File: config.mk
export PLATFORM = sky130hd
export DESIGN_NAME = fault_inject_recovery
export DESIGN_NICKNAME = d
export VERILOG_FILES = /design/src/design/fault_latch.v /design/src/design/fault_inject_recovery.v
export VERILOG_INCLUDE_DIRS = /design/src /design/src/design
export SDC_FILE = /design/constraint.sdc
export NUM_CORES = 1
export LEC_CHECK = 0
export ABC_CLOCK_PERIOD_IN_PS = 3700
export BUFFER_PORTS_ARGS = -buffer_cell sky130_fd_sc_hd__buf_2
export CAP_MARGIN = 5
export CORE_MARGIN = 1.5
export CORE_UTILIZATION = 25
export CTS_BUF_LIST = sky130_fd_sc_hd__clkbuf_8
export CTS_CLUSTER_SIZE = 20
export DETAILED_ROUTE_END_ITERATION = 6
export PLACE_DENSITY = 0.47
export SLEW_MARGIN = 5
export SYNTH_ARGS = -nofsm -noshare
export SYNTH_HDL_FRONTEND = slang
export SYNTH_SLANG_ARGS = --single-unit
File: constraint.sdc
create_clock -name clock_in -period 3.7 [get_ports clock_in]
set_clock_uncertainty 0.2 [all_clocks]
set_input_delay 0.74 -clock clock_in [delete_from_list [all_inputs] [get_ports clock_in]]
set_output_delay 0.74 -clock clock_in [all_outputs]
set_load 0.1 [all_outputs]
File: src/design/fault_inject_recovery_defs.vh
// Overview of operation
// RULE_01: An injected fault trigger stays present while the manager holds its request bit set and drops when it is cleared.
// RULE_02: Injected faults run through the same detection, shutdown and reporting path as genuine faults.
// RULE_03: Any fault is propagated to the group line and shuts the converter down per its configured response. Code drives it only per propagate_cfg_in.
// RULE_04: After a non-latching trigger clears, the converter waits a 130 ms hiccup timeout and restarts on its own.
// RULE_05: Members shut down by a propagated non-latching fault restart when the faulted converter restarts.
// RULE_06: Clearing a latching fault trigger leaves the converter off with the latched state retained.
// RULE_07: A latched fault clears on an enable toggle or on a turn-off followed by a turn-on command.
// RULE_08: The single-wire link carries both switching synchronisation and command and status traffic. Code has separate sync and command inputs.
// RULE_09: Each converter's group fault line is wired to the shared line of its assigned group.
// RULE_10: One injection request bit per fault type, set over the link, is ORed into the real detector output.
`ifndef FAULT_INJECT_RECOVERY_DEFS_VH
`define FAULT_INJECT_RECOVERY_DEFS_VH
`define FAULT_TYPES 4
`define FT_OVER_TEMPERATURE 2
`define CLOCK_HZ 10000000
`define HICCUP_TIME_MS 130
// 130 ms at 10 MHz, sized to the counter width
`define HICCUP_CYCLES 24'h13D620
`define LINK_CMD_W 4
`define CMD_NONE 4'h0
`define CMD_TURN_OFF 4'h1
`define CMD_TURN_ON 4'h2
`define CMD_INJECT_SET 4'h3
`define CMD_INJECT_CLR 4'h4
`define CMD_GROUP_OFF 4'h5
`define CMD_GROUP_ON 4'h6
`define CNT_W 24
`endif

File: src/design/fault_latch.v
`timescale 1ns/1ps
`include "fault_inject_recovery_defs.vh"
module fault_latch (
   input wire clock_in,
   input wire reset_n_in,
   input wire trigger_in,
   input wire clear_in,
   output reg held_out
);
   // Set wins over clear so a live trigger is never lost
   always @(posedge clock_in or negedge reset_n_in) begin
      if (!reset_n_in) begin
         held_out <= 1'b0;
      end else if (trigger_in) begin
         held_out <= 1'b1; // see RULE_06
      end else if (clear_in) begin
         held_out <= 1'b0; // see RULE_07
      end
   end
endmodule

File: src/design/fault_inject_recovery.v
`timescale 1ns/1ps
`include "fault_inject_recovery_defs.vh"
module fault_inject_recovery #(
   parameter [`CNT_W-1:0] HICCUP_CYCLES = `HICCUP_CYCLES
) (
   input wire clock_in,
   input wire reset_n_in,
   input wire link_sync_in,
   input wire link_cmd_valid_in,
   input wire [`LINK_CMD_W-1:0] link_cmd_in,
   input wire [1:0] link_cmd_arg_in,
   input wire [`FAULT_TYPES-1:0] real_fault_in,
   input wire [`FAULT_TYPES-1:0] latching_cfg_in,
   input wire [`FAULT_TYPES-1:0] propagate_cfg_in,
   input wire enable_in,
   input wire group_fault_in,
   output wire group_fault_oe_n_out,
   output reg converter_run_out,
   output reg switch_sync_out,
   output reg [`FAULT_TYPES-1:0] fault_status_out,
   output reg latched_out
);
   localparam ST_OFF = 2'h0;
   localparam ST_RUN = 2'h1;
   localparam ST_FAULT = 2'h2;
   localparam ST_HICCUP = 2'h3;

   ////////////////////////////////////////////////////////////////////
   reg [`FAULT_TYPES-1:0] inject_q;
   reg [1:0] state_q;
   reg [`CNT_W-1:0] count_q;
   reg on_cmd_q;
   reg off_seen_q;
   reg enable_q;
   reg group_drive_q;
   wire [`FAULT_TYPES-1:0] trigger;
   wire [`FAULT_TYPES-1:0] held;
   wire any_nonlatch;
   wire any_latch;
   wire any_trigger;
   wire cmd_off;
   wire cmd_on;
   wire enable_toggle;
   wire latch_clear;

   // Injection requests held until cleared, one per fault type
   always @(posedge clock_in or negedge reset_n_in) begin
      if (!reset_n_in) begin
         inject_q <= {`FAULT_TYPES{1'b0}};
      end else if (link_cmd_valid_in && link_cmd_in == `CMD_INJECT_SET) begin
         inject_q[link_cmd_arg_in] <= 1'b1; // see RULE_01
      end else if (link_cmd_valid_in && link_cmd_in == `CMD_INJECT_CLR) begin
         inject_q[link_cmd_arg_in] <= 1'b0; // see RULE_01
      end
   end

   // Same path as genuine detection; nothing marks a fault as injected
   assign trigger = real_fault_in | inject_q; // see RULE_10, see RULE_02

   assign cmd_off = link_cmd_valid_in &&
      (link_cmd_in == `CMD_TURN_OFF || link_cmd_in == `CMD_GROUP_OFF);
   assign cmd_on = link_cmd_valid_in &&
      (link_cmd_in == `CMD_TURN_ON || link_cmd_in == `CMD_GROUP_ON);
   assign enable_toggle = enable_in != enable_q;
   // Off clears the latch; the following on restarts
   assign latch_clear = cmd_off || enable_toggle; // see RULE_07

   genvar i;
   generate
      for (i = 0; i < `FAULT_TYPES; i = i + 1) begin : g_lat
         fault_latch u_latch (
            .clock_in(clock_in),
            .reset_n_in(reset_n_in),
            .trigger_in(trigger[i] & latching_cfg_in[i]),
            .clear_in(latch_clear),
            .held_out(held[i])
         );
      end
   endgenerate

   assign any_latch = |held; // see RULE_06
   assign any_nonlatch = |(trigger & ~latching_cfg_in);
   assign any_trigger = |trigger;

   ////////////////////////////////////////////////////////////////////
   // Recovery state machine
   always @(posedge clock_in or negedge reset_n_in) begin
      if (!reset_n_in) begin
         state_q <= ST_OFF;
         count_q <= {`CNT_W{1'b0}};
         on_cmd_q <= 1'b0;
         off_seen_q <= 1'b0;
         enable_q <= 1'b0;
      end else begin
         enable_q <= enable_in;
         if (cmd_off) begin
            off_seen_q <= 1'b1;
         end else if (cmd_on) begin
            off_seen_q <= 1'b0;
         end
         if (cmd_on) begin
            on_cmd_q <= 1'b1;
         end else if (cmd_off) begin
            on_cmd_q <= 1'b0;
         end
         case (state_q)
            ST_OFF: begin
               if (any_trigger || any_latch || group_fault_in) begin
                  state_q <= ST_FAULT;
               end else if (enable_in && (on_cmd_q || cmd_on)) begin
                  state_q <= ST_RUN;
               end
            end
            ST_RUN: begin
               if (any_trigger || group_fault_in) begin
                  state_q <= ST_FAULT; // see RULE_03
               end else if (cmd_off || !enable_in) begin
                  state_q <= ST_OFF;
               end
            end
            ST_FAULT: begin
               // Latched: stays off even once the trigger is gone
               if (any_latch) begin
                  state_q <= ST_FAULT; // see RULE_06
               end else if (off_seen_q && !any_trigger) begin
                  state_q <= ST_OFF; // see RULE_07
               end else if (!any_nonlatch && !group_fault_in) begin
                  state_q <= ST_HICCUP;
                  count_q <= {`CNT_W{1'b0}};
               end
            end
            ST_HICCUP: begin
               if (any_trigger || any_latch) begin
                  state_q <= ST_FAULT;
               end else if (count_q >= HICCUP_CYCLES - 1'b1) begin
                  // Members restart here too; the line was already released when the trigger cleared
                  state_q <= ST_RUN; // see RULE_04, see RULE_05
               end else begin
                  count_q <= count_q + 1'b1; // see RULE_04
               end
            end
            default: begin
               state_q <= ST_OFF;
            end
         endcase
      end
   end

   ////////////////////////////////////////////////////////////////////
   // Outputs registered; group line is open drain, low while driving
   always @(posedge clock_in or negedge reset_n_in) begin
      if (!reset_n_in) begin
         converter_run_out <= 1'b0;
         switch_sync_out <= 1'b0;
         fault_status_out <= {`FAULT_TYPES{1'b0}};
         latched_out <= 1'b0;
         group_drive_q <= 1'b0;
      end else begin
         converter_run_out <= state_q == ST_RUN;
         switch_sync_out <= link_sync_in; // see RULE_08
         fault_status_out <= trigger | held; // see RULE_02
         latched_out <= any_latch;
         // Own triggers only, so a member never holds the line itself
         group_drive_q <= |((trigger | held) & propagate_cfg_in); // see RULE_03, see RULE_09
      end
   end

   assign group_fault_oe_n_out = ~group_drive_q;
endmodule

==> metrics.cfg <==
[run_status]
status=complete, no violations

[worst_setup_path]
required_ns=3.70
endpoint_kind=flop
path_max_fanout=13
reg2regPathDepth=7
critPathLaunchType=input port
crit_arrival_ns=2.67
slowest_delay_ns=0.49
critical_path_class=input port to flop
cp_slowest_cell=mux2i_1
crit_chain=buf_2 > nor2_1 > and4_1 > mux2i_1 > nand2_1 > a211o_1

[power]
power.total_mw=1.22
p_sw_mw=0.392
switching_share=0.321
p_clk_frac=0.317
power_frac_comb=0.191
ir_worst_vdd_mv=0.169
intPower_mw=0.828
power.share.sequential=0.492
leakagePower_nw=1.18
pwr_density_cell_nw_per_um2=439

[layout]
fin_nets=310
seq_area_um2=1130
num_antenna_cells=0
fillers=1000
multi_input_comb_area_um2=1180
drive_gt1_frac=0.185
finalNonFillerCells=415
syn_to_final_growth_pct=16.8
finalInstanceArea_um2=2780

[grt]
track_usage=0.123
antenna_found_initial=0
gr-total-overflow=0
grt_pass1_vias=1988
grt_first_pass_wirelength_mm=9.93
grt_max_degree=46

[logic_synthesis]
yosys-top-cells-count=45 x dfrtp_1, 30 x nand2_1, 20 x nor2_1, 18 x nand3_1, 13 x o21ai_0
synthArstFlopShare=1.00
yosysWarnings=0
synthTopCellsByArea=dfrtp_1 47%, nand2_1 4.7%, nand3_1 3.8%
syn_area_per_cell_um2=9.30
synth_area_um2=2380
syn_nets=281
synth_edf_count=0
ys_seq_area_frac=0.473
ys_seq_elements=45
synth-main-ff-cell=dfrtp_1
synth_top_cell_by_area=dfrtp_1
synth.distinct_cells=51
yosysMostFrequentCell=dfrtp_1
synth_top_area_frac=0.473
synthCells=256

[floorplanning]
io_pins=32
core_um2=9240
start_util=0.258
dieHeight_um=101
die_width_um=101
die_area_um2=10100
rows=35

[route]
drt_wl_total_mm=5.74
ant_nets=0
first_pass_iters=4
num_vias=2030
wl_per_cell_um=13.8
route.detailed.drc=0
drt_iter0_drc=91
vias_per_cell=4.89

[sta]
finalCritPeriodShare=0.721
setup_viol=0
clock.fmax_mhz=375
tightest_slew_ns=1.06
rsz0062_at_grt=no
slew_viol_final=0
hold_viol_final=0
post-route-min-period_ns=2.67
relSlewSlack=0.293
setup_tns_ns=0

[job]
max_cap_viol_count=0

[placement]
postPlaceCellArea_um2=2670
dp_hpwl_mm=4.06
gp_congestion=0.803
dp.cells=407
io_buffer_count=31

[clock_tree]
htree_levels=2
hold_buffers=0
tritoncts=built
ctsResizeCount=0
clockRootBuffer=clkbuf_8
cts_setup_buffers=0
clk_path_buf_depth=2
cts.sinks=45
clk_latency_ns=0.30
numCtsBuffers=5
path_clk_slew_ns=0.09

[hold_path]
hp-class=flop to flop
whs_path_depth=1

placed cells by master, fill, tap and decap left out, types with 2 or more instances in the layout:
master and instances:
dfrtp_1 45, buf_2 31, nand2_1 30, nor2_1 20, nand3_1 18, o21ai_0 13
a31oi_1 10, and3_1 9, nor3_1 7, a21o_1 7, a21oi_1 7, inv_1 6
nand4_1 6, and2_1 6, nand2b_1 5, o211ai_1 5, o31ai_1 5, clkbuf_8 5
or3_1 4, mux2_2 4, a211o_1 3, buf_4 3, a22oi_1 2, and4_1 2
mux2i_1 2, nor4b_1 2, o22ai_1 2, a41oi_1 2
registers in the layout, summed over array words and instances, names as in the netlist, named ones only:
name	count
converter_run_out	1
count_q	24
enable_q	1
fault_status_out	4
g_lat.u_latch.held_out	4
group_drive_q	1
latched_out	1
off_seen_q	1
on_cmd_q	1
state_q	2
switch_sync_out	1
kinds of logic after synthesis:
| family | synth area share |
|---|---|
| fa+ha+maj | 0.00525 |
| compound gates | 0.204 |
| mux | 0.0273 |
| xor+xnor | 0.00368 |
| buf+inv | 0.0326 |
| flops | 0.473 |
| simple gates | 0.254 |
through the flow:
step,hold WS (ns),worst slack (ns),util
4_1_cts,0.293,0.992,0.301
5_1_grt,0.310,0.805,0.301
6_report,0.292,1.03,0.301
2_1_floorplan,0.243,1.12,-
3_5_place_dp,0.272,0.660,0.288
3_3_place_gp,0.268,0.774,0.288
path summary, 6_finish.rpt:
kind	startpoint	endpoint	slack, ns
worst min-delay path	count_q[23]	count_q[23]	0.29
worst min register to register	count_q[23]	count_q[23]	0.29
worst max-delay path	real_fault_in[2]	count_q[12]	1.03
min in group asynchronous	reset_n_in	count_q[14]	0.42
worst max register to register	count_q[0]	count_q[22]	1.09
max in group asynchronous	reset_n_in	state_q[1]	2.23
power groups by stage:
stage	sequential (mW)	clock, mW	combinational [mW]
detailed placement	0.609	0	0.236
global placement	0.609	0	0.234
floorplan	0.626	0	0.140
CTS	0.599	0.406	0.237
finish	0.600	0.387	0.233
global route	0.611	0.426	0.259
area by class of cell:
class                      instances  share of cell area
sequential                        45               0.405
inverter                           6             0.00810
timing repair buffer              34              0.0639
clock buffer                       5              0.0248
clock inverter                     3              0.0167
multi-input combinational        193               0.423
tap                              129              0.0581
routing by layer:
| layer | vias up | global-route usage | part of all wire |
|---|---|---|---|
| li1 | 1008 | - | - |
| met1 | 986 | 0.170 | 0.49 |
| met2 | 29 | 0.194 | 0.47 |
| met3 | 7 | 0.0291 | 0.028 |
| met4 | 0 | 0.0325 | 0.011 |
| met5 | - | 0 | 0 |
worst max-delay path: cells and delay by family:
| family | cells | cell delay [ns] |
|---|---|---|
| compound gates | 1 | 0.39 |
| simple gates | 3 | 0.93 |
| mux | 1 | 0.49 |
| buf+inv | 1 | 0.11 |
Power figures use the tool's default switching activity.
